### src/hw/svsx_pkg.sv
// Constants and types shared by the Service Mode save and exit command handler
package svsx_pkg;

  // ASCII characters seen on the command line
  localparam logic [7:0] CHAR_CR             = 8'h0d;
  localparam logic [7:0] CHAR_LF             = 8'h0a;
  localparam logic [7:0] CHAR_SPACE          = 8'h20;
  localparam logic [7:0] CHAR_COMMA          = 8'h2c;
  localparam logic [7:0] CHAR_NONE           = 8'h00;
  localparam logic [7:0] CHAR_CMD_SAVE       = 8'h73;
  localparam logic [7:0] CHAR_CMD_EXIT       = 8'h78;
  localparam logic [7:0] CHAR_YES            = 8'h59;
  localparam logic [7:0] CHAR_NO             = 8'h4e;
  localparam logic [7:0] CHAR_EXIT_NORMAL    = 8'h6e;
  localparam logic [7:0] CHAR_EXIT_INIT      = 8'h69;
  localparam logic [7:0] CHAR_EXIT_NORMAL_NOW = 8'h4e;
  localparam logic [7:0] CHAR_EXIT_INIT_NOW  = 8'h49;

  // Line parser layout
  localparam int unsigned    EXTRA_W         = 3;
  localparam logic [2:0]     EXTRA_NONE      = 3'h0;
  localparam logic [2:0]     EXTRA_EXIT      = 3'h2;
  localparam logic [2:0]     EXTRA_MAX       = 3'h7;
  localparam logic [2:0]     POS_FIRST       = 3'h0;
  localparam logic [2:0]     POS_SECOND      = 3'h1;
  localparam logic [2:0]     POS_THIRD       = 3'h2;

  // Save counter
  localparam int unsigned    COUNT_W         = 16;
  localparam logic [15:0]    SAVE_COUNT_RESET = 16'h0000;
  localparam logic [15:0]    SAVE_COUNT_MAX  = 16'h2710;
  localparam logic [15:0]    SAVE_COUNT_SAT  = 16'hffff;

  // Exit hold time
  localparam int unsigned    CLOCK_HZ        = 125000000;
  localparam int unsigned    HOLD_TIME_S     = 3;
  localparam int unsigned    HOLD_CYCLES     = HOLD_TIME_S * CLOCK_HZ;
  localparam int unsigned    HOLD_W          = 32;

  typedef enum logic [3:0] {
    MSG_PROMPT,
    MSG_SAVE_CONFIRM,
    MSG_SAVE_STORED,
    MSG_SAVE_COUNT,
    MSG_SAVE_ABORTED,
    MSG_EXIT_CONFIRM,
    MSG_RETURN_NORMAL,
    MSG_RETURN_INIT,
    MSG_ERR_UNKNOWN_CMD,
    MSG_ERR_PARAM_COUNT,
    MSG_ERR_INVALID_PARAM,
    MSG_WARN_MAX_SAVES,
    MSG_ERR_SAVE_FAILED
  } svsx_msg_e;

endpackage

### src/hw/svsx_line_parser.sv
// Collects one command line and reports its first three characters and how many characters follow the first
`timescale 1ns/1ps
module svsx_line_parser (
  // Clock and reset
  input  wire logic       i_clock,
  input  wire logic       i_rst,
  // Received characters
  input  wire logic       i_rx_valid,
  input  wire logic [7:0] i_rx_data,
  // Completed line
  output logic            o_line_valid,
  output logic [7:0]      o_first,
  output logic [7:0]      o_second,
  output logic [7:0]      o_third,
  output logic [2:0]      o_extra
);

  logic [2:0] pos;
  logic [7:0] c0;
  logic [7:0] c1;
  logic [7:0] c2;

  // Line feeds are dropped so that CR LF terminals behave like CR only
  always_ff @(posedge i_clock) begin
    if (i_rst) begin
      pos <= svsx_pkg::POS_FIRST;
      c0  <= svsx_pkg::CHAR_NONE;
      c1  <= svsx_pkg::CHAR_NONE;
      c2  <= svsx_pkg::CHAR_NONE;
    end else if (i_rx_valid && i_rx_data == svsx_pkg::CHAR_CR) begin
      pos <= svsx_pkg::POS_FIRST;
      c0  <= svsx_pkg::CHAR_NONE;
      c1  <= svsx_pkg::CHAR_NONE;
      c2  <= svsx_pkg::CHAR_NONE;
    end else if (i_rx_valid && i_rx_data != svsx_pkg::CHAR_LF) begin
      if (pos == svsx_pkg::POS_FIRST) begin
        c0 <= i_rx_data;
      end
      if (pos == svsx_pkg::POS_SECOND) begin
        c1 <= i_rx_data;
      end
      if (pos == svsx_pkg::POS_THIRD) begin
        c2 <= i_rx_data;
      end
      if (pos != svsx_pkg::EXTRA_MAX) begin
        pos <= pos + 3'h1;
      end
    end
  end

  // Length saturates, which is enough to tell one argument from too many
  always_ff @(posedge i_clock) begin
    if (i_rst) begin
      o_line_valid <= 1'b0;
      o_first      <= svsx_pkg::CHAR_NONE;
      o_second     <= svsx_pkg::CHAR_NONE;
      o_third      <= svsx_pkg::CHAR_NONE;
      o_extra      <= svsx_pkg::EXTRA_NONE;
    end else begin
      o_line_valid <= i_rx_valid && i_rx_data == svsx_pkg::CHAR_CR;
      if (i_rx_valid && i_rx_data == svsx_pkg::CHAR_CR) begin
        o_first  <= c0;
        o_second <= c1;
        o_third  <= c2;
        o_extra  <= (pos == svsx_pkg::POS_FIRST) ? svsx_pkg::EXTRA_NONE : pos - 3'h1;
      end
    end
  end

endmodule

### src/hw/svsx_hold_timer.sv
// Counts the hold time between the exit response and the mode change
`timescale 1ns/1ps
module svsx_hold_timer #(
  parameter int unsigned P_CYCLES = svsx_pkg::HOLD_CYCLES
) (
  // Clock and reset
  input  wire logic i_clock,
  input  wire logic i_rst,
  // Control
  input  wire logic i_start,
  output logic      o_done
);

  logic [31:0] remaining;
  logic        busy;

  always_ff @(posedge i_clock) begin
    if (i_rst) begin
      remaining <= 32'h0000_0000;
      busy      <= 1'b0;
      o_done    <= 1'b0;
    end else begin
      o_done <= 1'b0;
      if (i_start) begin
        remaining <= 32'(P_CYCLES) - 32'h0000_0001;
        busy      <= 1'b1;
      end else if (busy && remaining == 32'h0000_0000) begin
        busy   <= 1'b0;
        o_done <= 1'b1;
      end else if (busy) begin
        remaining <= remaining - 32'h0000_0001;
      end
    end
  end

endmodule

### src/hw/svsx_cmd_handler.sv
// Service Mode save and exit command handler
`timescale 1ns/1ps
// Operation
// - A confirmed save writes the live configuration into flash.
// - Count completed saves; warn once the count passes the endurance figure.
// - Every confirmed save attempts the flash write whatever the counter holds.
// - Save asks for confirmation; only upper-case Y proceeds, anything else aborts.
// - Unconfirmed save with changed serial settings reverts them to stored values.
// - Save with any characters before carriage return gives parameter-count error.
// - Failed flash transfer reports a save-failure error.
// - Unknown command and out-of-range parameter each give their own error.
// - Save reply other than Y or N aborts and reports invalid parameter.
// - Successful save confirms storage, reports save total, then prompt.
// - Argument n exits to Normal Mode, confirming on mismatch, after hold time.
// - Argument i exits to Init Mode, confirming on mismatch, after hold time.
// - Entering Init Mode reloads parameters from flash, dropping unsaved changes.
// - Argument N goes to Normal Mode at once, no confirmation, no hold.
// - Argument I goes to Init Mode at once, no confirmation, no hold.
// - Exit confirmation answered N stays in Service Mode and prompts again.
// - Exit confirmation reply other than Y or N gives invalid parameter.
// - Exit with wrong argument count or leading comma gives parameter-count error.
// - An accepted exit first announces the destination mode.
module svsx_cmd_handler #(
  parameter int unsigned P_HOLD_CYCLES = svsx_pkg::HOLD_CYCLES
) (
  // Clock and reset
  input  wire logic              i_clock,
  input  wire logic              i_rst,
  // Received command characters, same clock domain
  input  wire logic              i_rx_valid,
  input  wire logic [7:0]        i_rx_data,
  // Mode and configuration status
  input  wire logic              i_enter_service,
  input  wire logic              i_params_differ,
  input  wire logic              i_tx_changed,
  input  wire logic              i_count_load,
  input  wire logic [15:0]       i_count_value,
  // Flash
  output logic                   o_flash_write,
  input  wire logic              i_flash_done,
  input  wire logic              i_flash_ok,
  // Responses
  output logic                   o_msg_valid,
  output svsx_pkg::svsx_msg_e    o_msg,
  output logic [15:0]            o_save_count,
  // Mode actions
  output logic                   o_revert_tx,
  output logic                   o_goto_normal,
  output logic                   o_goto_init,
  output logic                   o_reload_flash,
  output logic                   o_in_service
);

  typedef enum logic [3:0] {
    ST_OUT, ST_IDLE, ST_SAVE_CONF, ST_FLASH, ST_SAVE_COUNT, ST_SAVE_WARN,
    ST_ERR_PARAM, ST_PROMPT, ST_EXIT_CONF, ST_HOLD, ST_EXIT
  } svsx_state_e;

  svsx_state_e         state;
  svsx_state_e         next_state;
  logic                next_msg_valid;
  svsx_pkg::svsx_msg_e next_msg;
  logic                next_flash_write;
  logic                next_revert_tx;
  logic                next_count_inc;
  logic                next_hold_start;
  logic                next_goto;
  logic                next_exit_init;
  logic                exit_init;
  logic                line_valid;
  logic [7:0]          first;
  logic [7:0]          second;
  logic [7:0]          third;
  logic [2:0]          extra;
  logic                hold_done;

  svsx_line_parser u_parser (
    .i_clock      (i_clock),
    .i_rst        (i_rst),
    .i_rx_valid   (i_rx_valid),
    .i_rx_data    (i_rx_data),
    .o_line_valid (line_valid),
    .o_first      (first),
    .o_second     (second),
    .o_third      (third),
    .o_extra      (extra)
  );

  svsx_hold_timer #(
    .P_CYCLES (P_HOLD_CYCLES)
  ) u_hold (
    .i_clock (i_clock),
    .i_rst   (i_rst),
    .i_start (next_hold_start),
    .o_done  (hold_done)
  );

  // A reply is one character only; "Yes" is not a yes
  function automatic logic reply_is(input logic [7:0] c, input logic [2:0] n, input logic [7:0] want);
    reply_is = (c == want) && (n == svsx_pkg::EXTRA_NONE);
  endfunction

  always_comb begin
    next_state       = state;
    next_msg_valid   = 1'b0;
    next_msg         = o_msg;
    next_flash_write = 1'b0;
    next_revert_tx   = 1'b0;
    next_count_inc   = 1'b0;
    next_hold_start  = 1'b0;
    next_goto        = 1'b0;
    next_exit_init   = exit_init;
    case (state)
      ST_OUT: begin
        if (i_enter_service) begin
          next_msg_valid = 1'b1;
          next_msg       = svsx_pkg::MSG_PROMPT;
          next_state     = ST_IDLE;
        end
      end
      ST_IDLE: begin
        if (line_valid) begin
          next_msg_valid = 1'b1;
          next_state     = ST_PROMPT;
          if (first == svsx_pkg::CHAR_CMD_SAVE) begin
            if (extra == svsx_pkg::EXTRA_NONE) begin
              next_msg   = svsx_pkg::MSG_SAVE_CONFIRM;
              next_state = ST_SAVE_CONF;
            end else begin
              next_msg = svsx_pkg::MSG_ERR_PARAM_COUNT;
            end
          end else if (first == svsx_pkg::CHAR_CMD_EXIT) begin
            if (extra != svsx_pkg::EXTRA_EXIT || second != svsx_pkg::CHAR_SPACE) begin
              next_msg = svsx_pkg::MSG_ERR_PARAM_COUNT;
            end else if (third == svsx_pkg::CHAR_EXIT_NORMAL || third == svsx_pkg::CHAR_EXIT_INIT) begin
              next_exit_init = (third == svsx_pkg::CHAR_EXIT_INIT);
              if (i_params_differ) begin
                next_msg   = svsx_pkg::MSG_EXIT_CONFIRM;
                next_state = ST_EXIT_CONF;
              end else begin
                next_msg        = next_exit_init ? svsx_pkg::MSG_RETURN_INIT : svsx_pkg::MSG_RETURN_NORMAL;
                next_hold_start = 1'b1;
                next_state      = ST_HOLD;
              end
            end else if (third == svsx_pkg::CHAR_EXIT_NORMAL_NOW || third == svsx_pkg::CHAR_EXIT_INIT_NOW) begin
              next_exit_init = (third == svsx_pkg::CHAR_EXIT_INIT_NOW);
              next_msg       = next_exit_init ? svsx_pkg::MSG_RETURN_INIT : svsx_pkg::MSG_RETURN_NORMAL;
              next_state     = ST_EXIT;
            end else begin
              next_msg = svsx_pkg::MSG_ERR_INVALID_PARAM;
            end
          end else begin
            next_msg = svsx_pkg::MSG_ERR_UNKNOWN_CMD;
          end
        end
      end
      ST_SAVE_CONF: begin
        if (line_valid) begin
          if (reply_is(first, extra, svsx_pkg::CHAR_YES)) begin
            next_flash_write = 1'b1;
            next_state       = ST_FLASH;
          end else begin
            next_revert_tx = i_tx_changed;
            next_msg_valid = 1'b1;
            next_msg       = svsx_pkg::MSG_SAVE_ABORTED;
            next_state     = reply_is(first, extra, svsx_pkg::CHAR_NO) ? ST_PROMPT : ST_ERR_PARAM;
          end
        end
      end
      ST_FLASH: begin
        if (i_flash_done) begin
          next_msg_valid = 1'b1;
          if (i_flash_ok) begin
            next_count_inc = 1'b1;
            next_msg       = svsx_pkg::MSG_SAVE_STORED;
            next_state     = ST_SAVE_COUNT;
          end else begin
            next_msg   = svsx_pkg::MSG_ERR_SAVE_FAILED;
            next_state = ST_PROMPT;
          end
        end
      end
      ST_SAVE_COUNT: begin
        next_msg_valid = 1'b1;
        next_msg       = svsx_pkg::MSG_SAVE_COUNT;
        next_state     = (o_save_count > svsx_pkg::SAVE_COUNT_MAX) ? ST_SAVE_WARN : ST_PROMPT;
      end
      ST_SAVE_WARN: begin
        next_msg_valid = 1'b1;
        next_msg       = svsx_pkg::MSG_WARN_MAX_SAVES;
        next_state     = ST_PROMPT;
      end
      ST_ERR_PARAM: begin
        next_msg_valid = 1'b1;
        next_msg       = svsx_pkg::MSG_ERR_INVALID_PARAM;
        next_state     = ST_PROMPT;
      end
      ST_PROMPT: begin
        next_msg_valid = 1'b1;
        next_msg       = svsx_pkg::MSG_PROMPT;
        next_state     = ST_IDLE;
      end
      ST_EXIT_CONF: begin
        if (line_valid) begin
          next_msg_valid = 1'b1;
          if (reply_is(first, extra, svsx_pkg::CHAR_YES)) begin
            next_msg        = exit_init ? svsx_pkg::MSG_RETURN_INIT : svsx_pkg::MSG_RETURN_NORMAL;
            next_hold_start = 1'b1;
            next_state      = ST_HOLD;
          end else if (reply_is(first, extra, svsx_pkg::CHAR_NO)) begin
            next_msg   = svsx_pkg::MSG_PROMPT;
            next_state = ST_IDLE;
          end else begin
            next_msg   = svsx_pkg::MSG_ERR_INVALID_PARAM;
            next_state = ST_PROMPT;
          end
        end
      end
      ST_HOLD: begin
        if (hold_done) begin
          next_state = ST_EXIT;
        end
      end
      ST_EXIT: begin
        next_goto  = 1'b1;
        next_state = ST_OUT;
      end
      default: begin
        next_state = ST_OUT;
      end
    endcase
  end

  always_ff @(posedge i_clock) begin
    if (i_rst) begin
      state     <= ST_OUT;
      exit_init <= 1'b0;
    end else begin
      state     <= next_state;
      exit_init <= next_exit_init;
    end
  end

  always_ff @(posedge i_clock) begin
    if (i_rst) begin
      o_msg_valid <= 1'b0;
      o_msg       <= svsx_pkg::MSG_PROMPT;
    end else begin
      o_msg_valid <= next_msg_valid;
      o_msg       <= next_msg;
    end
  end

  // Counter saturates rather than wrapping, so the wear warning never clears itself
  always_ff @(posedge i_clock) begin
    if (i_rst) begin
      o_save_count <= svsx_pkg::SAVE_COUNT_RESET;
    end else if (next_count_inc && o_save_count != svsx_pkg::SAVE_COUNT_SAT) begin
      o_save_count <= o_save_count + 16'h0001;
    end else if (i_count_load && state == ST_OUT) begin
      o_save_count <= i_count_value;
    end
  end

  always_ff @(posedge i_clock) begin
    if (i_rst) begin
      o_flash_write  <= 1'b0;
      o_revert_tx    <= 1'b0;
      o_goto_normal  <= 1'b0;
      o_goto_init    <= 1'b0;
      o_reload_flash <= 1'b0;
      o_in_service   <= 1'b0;
    end else begin
      o_flash_write  <= next_flash_write;
      o_revert_tx    <= next_revert_tx;
      o_goto_normal  <= next_goto && !exit_init;
      o_goto_init    <= next_goto && exit_init;
      o_reload_flash <= next_goto && exit_init;
      o_in_service   <= next_state != ST_OUT;
    end
  end

  property p_save_yes_writes;
    @(posedge i_clock) disable iff (i_rst)
      (state == ST_SAVE_CONF && line_valid && first == svsx_pkg::CHAR_YES && extra == svsx_pkg::EXTRA_NONE)
      |=> o_flash_write && state == ST_FLASH;
  endproperty
  a_save_yes_writes: assert property (p_save_yes_writes) else $error("confirmed save did not write flash");

  property p_save_other_aborts;
    @(posedge i_clock) disable iff (i_rst)
      (state == ST_SAVE_CONF && line_valid && !(first == svsx_pkg::CHAR_YES && extra == svsx_pkg::EXTRA_NONE))
      |=> !o_flash_write && o_msg_valid && o_msg == svsx_pkg::MSG_SAVE_ABORTED && o_revert_tx == $past(i_tx_changed);
  endproperty
  a_save_other_aborts: assert property (p_save_other_aborts) else $error("unconfirmed save not aborted");

  property p_save_extra_chars;
    @(posedge i_clock) disable iff (i_rst)
      (state == ST_IDLE && line_valid && first == svsx_pkg::CHAR_CMD_SAVE && extra != svsx_pkg::EXTRA_NONE)
      |=> o_msg == svsx_pkg::MSG_ERR_PARAM_COUNT ##1 o_msg == svsx_pkg::MSG_PROMPT;
  endproperty
  a_save_extra_chars: assert property (p_save_extra_chars) else $error("save with arguments not rejected");

  property p_flash_fail;
    @(posedge i_clock) disable iff (i_rst)
      (state == ST_FLASH && i_flash_done && !i_flash_ok)
      |=> o_msg_valid && o_msg == svsx_pkg::MSG_ERR_SAVE_FAILED && $stable(o_save_count);
  endproperty
  a_flash_fail: assert property (p_flash_fail) else $error("flash failure not reported");

  property p_lower_y_invalid;
    @(posedge i_clock) disable iff (i_rst)
      (state == ST_SAVE_CONF && line_valid && first == svsx_pkg::CHAR_EXIT_NORMAL + 8'h0b)
      |=> o_msg == svsx_pkg::MSG_SAVE_ABORTED ##1 o_msg == svsx_pkg::MSG_ERR_INVALID_PARAM;
  endproperty
  a_lower_y_invalid: assert property (p_lower_y_invalid) else $error("lower-case reply not flagged");

  property p_count_step;
    @(posedge i_clock) disable iff (i_rst)
      (state == ST_FLASH && i_flash_done && i_flash_ok && o_save_count != svsx_pkg::SAVE_COUNT_SAT)
      |=> o_save_count == $past(o_save_count) + 16'h0001 ##1 o_msg == svsx_pkg::MSG_SAVE_COUNT;
  endproperty
  a_count_step: assert property (p_count_step) else $error("save counter not advanced");

  property p_wear_warning;
    @(posedge i_clock) disable iff (i_rst)
      (state == ST_SAVE_COUNT && o_save_count > svsx_pkg::SAVE_COUNT_MAX)
      |=> ##1 o_msg_valid && o_msg == svsx_pkg::MSG_WARN_MAX_SAVES;
  endproperty
  a_wear_warning: assert property (p_wear_warning) else $error("wear warning missing");

  property p_exit_now;
    @(posedge i_clock) disable iff (i_rst)
      (state == ST_IDLE && line_valid && first == svsx_pkg::CHAR_CMD_EXIT && extra == svsx_pkg::EXTRA_EXIT
       && second == svsx_pkg::CHAR_SPACE && third == svsx_pkg::CHAR_EXIT_NORMAL_NOW)
      |=> o_msg == svsx_pkg::MSG_RETURN_NORMAL ##1 o_goto_normal && !o_goto_init;
  endproperty
  a_exit_now: assert property (p_exit_now) else $error("immediate exit not taken");

  property p_exit_conf_no;
    @(posedge i_clock) disable iff (i_rst)
      (state == ST_EXIT_CONF && line_valid && first == svsx_pkg::CHAR_NO && extra == svsx_pkg::EXTRA_NONE)
      |=> o_msg == svsx_pkg::MSG_PROMPT && o_in_service [*2];
  endproperty
  a_exit_conf_no: assert property (p_exit_conf_no) else $error("declined exit left Service Mode");

  property p_init_reload;
    @(posedge i_clock) disable iff (i_rst)
      o_goto_init |-> o_reload_flash && !o_in_service;
  endproperty
  a_init_reload: assert property (p_init_reload) else $error("Init Mode entered without reload");

  c_save_ok: cover property (@(posedge i_clock) disable iff (i_rst) state == ST_SAVE_COUNT);
  c_save_warn: cover property (@(posedge i_clock) disable iff (i_rst) state == ST_SAVE_WARN);
  c_exit_hold: cover property (@(posedge i_clock) disable iff (i_rst) state == ST_HOLD ##1 state == ST_EXIT);
  c_exit_init: cover property (@(posedge i_clock) disable iff (i_rst) o_goto_init);

endmodule

### config.mk
export PLATFORM = sky130hd
export DESIGN_NAME = svsx_cmd_handler
export DESIGN_NICKNAME = d
export VERILOG_FILES = /design/src/hw/svsx_pkg.sv /design/src/hw/svsx_line_parser.sv /design/src/hw/svsx_hold_timer.sv /design/src/hw/svsx_cmd_handler.sv
export SDC_FILE = /design/constraint.sdc
export NUM_CORES = 1
export LEC_CHECK = 0
export BUFFER_PORTS_ARGS = -buffer_cell sky130_fd_sc_hd__buf_4
export CORE_MARGIN = 1.5
export CORE_UTILIZATION = 58
export CTS_BUF_LIST = sky130_fd_sc_hd__clkbuf_8
export CTS_CLUSTER_DIAMETER = 200
export CTS_CLUSTER_SIZE = 14
export DETAILED_ROUTE_END_ITERATION = 6
export MAX_ROUTING_LAYER = met4
export PLACE_DENSITY = 0.83
export SYNTH_ARGS = -nofsm -noshare
export SYNTH_HDL_FRONTEND = slang
export SYNTH_SLANG_ARGS = --single-unit
### constraint.sdc
create_clock -name i_clock -period 3.65 [get_ports i_clock]
set_clock_uncertainty 0.05 [all_clocks]
set_input_delay 0.1825 -clock i_clock [delete_from_list [all_inputs] [get_ports i_clock]]
set_output_delay 0.1825 -clock i_clock [all_outputs]
set_load 0.02 [all_outputs]
# Word level (Yosys, flattened, before mapping)
# Cells that the tools add are included.
dict set report totals {
  regBits 120
  in_bits 33
  output_inout_bits 27
  elab_cells 174
}
dict set report classes {
  add_sub_neg 4
  n_lt_le_gt_ge 1
  eq_ne 33
  muxes 70
  bitwise 5
  reduce_logical 38
}
# cell n
set op_table {}
lappend op_table {{two-way mux 4 bit} 27}
lappend op_table {{two-way mux 29 bit} 3}
lappend op_table {{case mux 4 bit (9 select lines)} 2}
lappend op_table {{== test 8 x 7 -> 1 bit (second input constant)} 8}
lappend op_table {{logical NOT 32 bit} 1}
lappend op_table {{two-way mux 16 bit} 2}
lappend op_table {{subtractor 32 x 1 -> 32 bit (second input constant)} 1}
lappend op_table {{two-way mux 1 bit} 27}
lappend op_table {{adder 16 x 1 -> 16 bit (second input constant)} 1}
lappend op_table {{== test 4 x 3 -> 1 bit (second input constant)} 4}
lappend op_table {{> comparator 16 x 14 -> 1 bit (second input constant)} 1}
lappend op_table {{inequality test 16 bit (second input constant)} 1}
lappend op_table {{== test 4 bit (second input constant)} 3}
lappend op_table {{two-way mux 3 bit} 4}
lappend op_table {{AND reduction 2 bit} 6}
lappend op_table {{OR reduction 2 bit} 5}
lappend op_table {{logical AND 1 bit} 9}
lappend op_table {{nonzero test 9 bit} 1}
lappend op_table {{== test 4 x 2 -> 1 bit (second input constant)} 2}
lappend op_table {{== test 8 x 4 -> 1 bit (second input constant)} 1}
lappend op_table {{inequality test 2 bit (second input constant)} 4}
lappend op_table {{inequality test 8 x 4 -> 1 bit (second input constant)} 1}
lappend op_table {{inequality test 8 x 6 -> 1 bit (second input constant)} 1}
lappend op_table {{nonzero test 2 bit} 4}
lappend op_table {{other kinds (20)} 32}

# Longest topological paths before layout
dict set report logic_depth {
  ltp_word 10
  ltp_mapped 9
  ltp_nobuf 8
}

# By module
# A second synthesis with hierarchy kept.
dict set report unflattened {
  hier_cells 665
  area_unflattened_um2 5984.5
}
# module n_inst cells_per_inst area_per_inst_um2 seq_area_each_um2
set by_module_without_submodules {}
lappend by_module_without_submodules {svsx_cmd_handler 1 283 2095.8 620.6}
lappend by_module_without_submodules {svsx_line_parser 1 173 2055.7 1101.1}
lappend by_module_without_submodules {svsx_hold_timer 1 209 1833.0 680.7}

# Worst setup path before layout
# No wires, ideal clock.
dict set report synth_path {
  path_type {flip-flop to flip-flop}
  start {reg o_save_count[0]}
  end {reg o_save_count[0]}
  setup_time_ns 0.128
  t_arrival_ns 2.081
  required_ns 3.472
  setup_slack_ns 1.392
  path_stages_with_launch 9
  n_path_buf 1
  period_less_slack_ns 2.258
  path_cell_list {dfxtp_1 ha_1 nand3_1 nor4_2 a31o_2 clkbuf_1 nor2_1 a221oi_1 nor2_1}
}
dict set report synth_via {
  elab_chain_cells 3
  elab_cells_between_ends 5
  classes_between {add/sub (1); eq/ne (1); mux (1); reduce/logical (2)}
}
# element line
set synth_lines {}
lappend synth_lines {{from (decl)} svsx_cmd_handler.sv:45} ;# output logic [15:0] o_save_count,
lappend synth_lines {{from (signal assigned)} svsx_cmd_handler.sv:257} ;# o_save_count <= svsx_pkg::SAVE_COUNT_RESET;
lappend synth_lines {{from (signal assigned)} svsx_cmd_handler.sv:259} ;# o_save_count <= o_save_count + 16'h0001;
lappend synth_lines {{from (signal assigned)} svsx_cmd_handler.sv:261} ;# o_save_count <= i_count_value;
lappend synth_lines {{parallel branches: the longest is 3 deep, another holds adder 16 x 1 -> 16 bit} n/a}
# Parallel ways; which one is timed is not known.
# A chain may end at the register's enable or synchronous reset.

# Final worst setup path
dict set report layout_path {
  start {in i_rx_data[4]}
  end {reg u_parser.c2[1]}
}
dict set report layout_via {
  elab_chain_cells 3
  elab_cells_between_ends 6
  classes_between {eq/ne (2); reduce/logical (4)}
}
# element line
set layout_lines {}
lappend layout_lines {{from (decl)} svsx_cmd_handler.sv:31} ;# input wire logic [7:0] i_rx_data,
lappend layout_lines {{inequality test 8 x 4 -> 1 bit / == test 8 x 4 -> 1 bit (equally long branches)} {svsx_line_parser.sv:35, svsx_line_parser.sv:30}}
lappend layout_lines {{logical AND 1 bit (on tied branches)} {svsx_line_parser.sv:35, svsx_line_parser.sv:30}}
lappend layout_lines {{AND reduction 2 bit (no source line) / OR reduction 2 bit (equally long branches)} n/a}
lappend layout_lines {{to (signal assigned)} svsx_line_parser.sv:29} ;# c2 <= svsx_pkg::CHAR_NONE;
lappend layout_lines {{to (signal assigned)} svsx_line_parser.sv:34} ;# c2 <= svsx_pkg::CHAR_NONE;
lappend layout_lines {{to (signal assigned)} svsx_line_parser.sv:43} ;# c2 <= i_rx_data;
lappend layout_lines {{to (decl)} svsx_line_parser.sv:21} ;# logic [7:0] c2;
# Several ways; a longest one is shown, not always the timed one.

==> impl_metrics.env <==
export IMPL_wirelength_met1_um=6390
export IMPL_synth_edf_count=0
export IMPL_area_delta_synth_final_pct=18.1
export IMPL_cp_required_ns=3.90
export IMPL_portBuffers=59
export IMPL_fp_coreArea_um2=9820
export IMPL_finalMaxSlewViolations=0
export IMPL_seqPwrFrac=0.470
export IMPL_multi_input_area_um2=3280
export IMPL_final_common_cell="dfxtp_1"
export IMPL_vias=5510
export IMPL_layout_common_cells="dfxtp_1 (120), nand2_1 (87), nor2_1 (84)"
export IMPL_drt_wl_total_um=14400
export IMPL_wire_per_inst_um=15.6
export IMPL_drive_gt1_frac=0.149
export IMPL_clk_pin_slew_ns=0.08
export IMPL_grt_pass1_wl_um=23900
export IMPL_p_per_area_nw_per_um2=432
export IMPL_fin_util=0.712
export IMPL_fin_crit_sh=0.821
export IMPL_power_internal_mw=2.15
export IMPL_clock_sinks=120
export IMPL_ir_drop_v=0.000356
export IMPL_max_cap_violations=0
export IMPL_ys_warn_count=0
export IMPL_critPathKind="input pin to register"
export IMPL_start_util=0.603
export IMPL_ios=60
export IMPL_seq_area_frac_synth=0.406
export IMPL_cts_tree="done"
export IMPL_die_h_um=104
export IMPL_worst_slew_pin_transition_ns=0.975
export IMPL_dp_hpwl_um=9990
export IMPL_fin_crit_ns=3.00
export IMPL_area_sequential_um2=2400
export IMPL_die_area_um2=10800
export IMPL_switching_power_mw=0.870
export IMPL_drc_errors=0
export IMPL_grt_pass1_vias=5028
export IMPL_slew_headroom=0.346
export IMPL_num_rows=36
export IMPL_grt_max_degree=75
export IMPL_wl_met3_um=832
export IMPL_firstDrtPassIters=5
export IMPL_synth_area_leaders="dfxtp_1 (41%), nand2_1 (5.5%), nor2_1 (5.3%)"
export IMPL_grtUsageTotal=0.276
export IMPL_met2_wirelength_um=6900
export IMPL_yosysTopAreaCellShare=0.406
export IMPL_drtIter0Drc=366
export IMPL_syn_inst=713
export IMPL_cts_buffers=17
export IMPL_cts_resized_gates=0
export IMPL_topRoutingLayerUsed="met4"
export IMPL_setup_viol=0
export IMPL_clock_latency_ns=0.44
export IMPL_rsz0062_at_grt="false"
export IMPL_ys_flop_type="dfxtp_1"
export IMPL_cp_start_kind="input pin"
export IMPL_status="complete, no violations"
export IMPL_synth_cell_types=80
export IMPL_synth_largest_area_cell="dfxtp_1"
export IMPL_cts_max_path_buffers=2
export IMPL_synth_area_per_cell_um2=8.30
export IMPL_antenna_found_initial=0
export IMPL_nFillCells=764
export IMPL_power_frac_comb=0.128
export IMPL_grt_ovfl_total=0
export IMPL_dieWidth_um=104
export IMPL_synth_seq_cells=120
export IMPL_root_buffer="clkbuf_8"
export IMPL_hold_path_class="input pin to register"
export IMPL_end_kind="register"
export IMPL_p_sw_frac=0.288
export IMPL_fin_tns_setup_ns=0
export IMPL_syn_cell_area_um2=5920
export IMPL_p_leak_nw=2.71
export IMPL_p_clk_frac=0.402
export IMPL_async_flop_share=0
export IMPL_cp_max_fo=29
export IMPL_htree_levels=4
export IMPL_synth_nets=756
export IMPL_max_freq_mhz=334
export IMPL_postRouteAntennaNets=0
export IMPL_gp_congestion=0.926
export IMPL_viasPerCell=5.96
export IMPL_cp_arrival_ns=3.24
export IMPL_hold_violations=0
export IMPL_num_antenna_cells=0
export IMPL_nets=821
==> repair_timing <==
action	4_1_cts	5_1_grt
hold buffers	20	0
hold endpoints to repair	32	0
setup buffers	0	0
==> cells by family after synthesis <==
kind of cell | synth area share
fa+ha+maj | 0.0211
flops | 0.406
buf+inv | 0.0414
compound gates | 0.160
xor+xnor | 0.0444
mux | 0.0391
simple gates | 0.287
==> power groups by stage <==
stage | Sequential (mW) | Combinational (mW) | Clock (mW)
6_report | 1.42 | 0.387 | 1.21
5_1_grt | 1.43 | 0.419 | 1.29
4_1_cts | 1.42 | 0.381 | 1.23
3_5_place_dp | 1.45 | 0.362 | 0
3_3_place_gp | 1.45 | 0.357 | 0
2_1_floorplan | 1.46 | 0.217 | 0
==> routing by layer <==
| layer | GRT usage | up-vias |
|---|---|---|
| met3 | 0.0658 | 27 |
| met5 | - | - |
| met2 | 0.440 | 188 |
| met4 | 0.0853 | 0 |
| met1 | 0.349 | 2614 |
| li1 | - | 2681 |
==> per-stage QoR <==
stage	setup WS (ns)	cells	hold WS (ns)	area [µm²]	total power, mW
after global placement	0.892	872	0.384	6390	1.80
after CTS	0.691	924	0.00369	6990	3.03
after global routing	0.381	924	0.0155	6990	3.14
after detailed placement	0.806	872	0.396	6390	1.81
after floorplan	1.39	713	0.269	5920	1.68
final	0.653	924	0.0129	6990	3.02
==> cells in the mapped netlist (7+ instances only) <==
| cell type | n |
|---|---|
| a211oi_1 | 9 |
| a21oi_1 | 61 |
| a31oi_1 | 7 |
| and2_1 | 10 |
| buf_2 | 9 |
| clkbuf_1 | 24 |
| dfxtp_1 | 120 |
| ha_1 | 10 |
| inv_1 | 18 |
| mux2i_1 | 22 |
| nand2_1 | 87 |
| nand3_1 | 22 |
| nand4_1 | 10 |
| nor2_1 | 84 |
| nor2b_1 | 10 |
| nor3_1 | 31 |
| nor4_1 | 16 |
| o21ai_0 | 29 |
| xnor2_1 | 24 |
==> worst max-delay path, cell delays in order <==
cell	delay, ns
dlygate4sd3_1	0.54
buf_4	0.15
nor4_1	0.30
nand2_1	0.17
or4b_2	0.99
nand2_1	0.77
nor2_1	0.13
==> final cells by class <==
class | count | share of cell area
Multi-Input combinational cell | 538 | 0.469
Sequential cell | 120 | 0.344
Timing Repair Buffer | 83 | 0.0963
Clock buffer | 17 | 0.0335
Clock inverter | 15 | 0.0242
Tap cell | 133 | 0.0238
Inverter | 18 | 0.00967
==> final timing paths <==
kind                                          start                                end  slack, ns  depth (start not counted)
setup / recovery                       i_rx_data[4]        u_parser.c2[1]$_SDFFE_PP0P_       0.65                          7
hold / removal                     i_count_value[6]       o_save_count[6]$_SDFFE_PP0P_       0.01                          3
setup reg to reg       o_save_count[0]$_SDFFE_PP0P_       o_save_count[8]$_SDFFE_PP0P_       0.68                          8
hold reg to reg   u_parser.o_second[5]$_SDFFE_PP0P_  u_parser.o_second[5]$_SDFFE_PP0P_       0.41                          2
==> registers in the layout (all words and copies together), names as in the netlist, 3 cells and up <==
name,count
u_hold.remaining,32
o_save_count,16
u_parser.c0,8
u_parser.c1,8
u_parser.c2,8
u_parser.o_first,8
u_parser.o_second,8
u_parser.o_third,8
o_msg,4
state,4
u_parser.o_extra,3
u_parser.pos,3
Power figures use the tool's default switching activity.
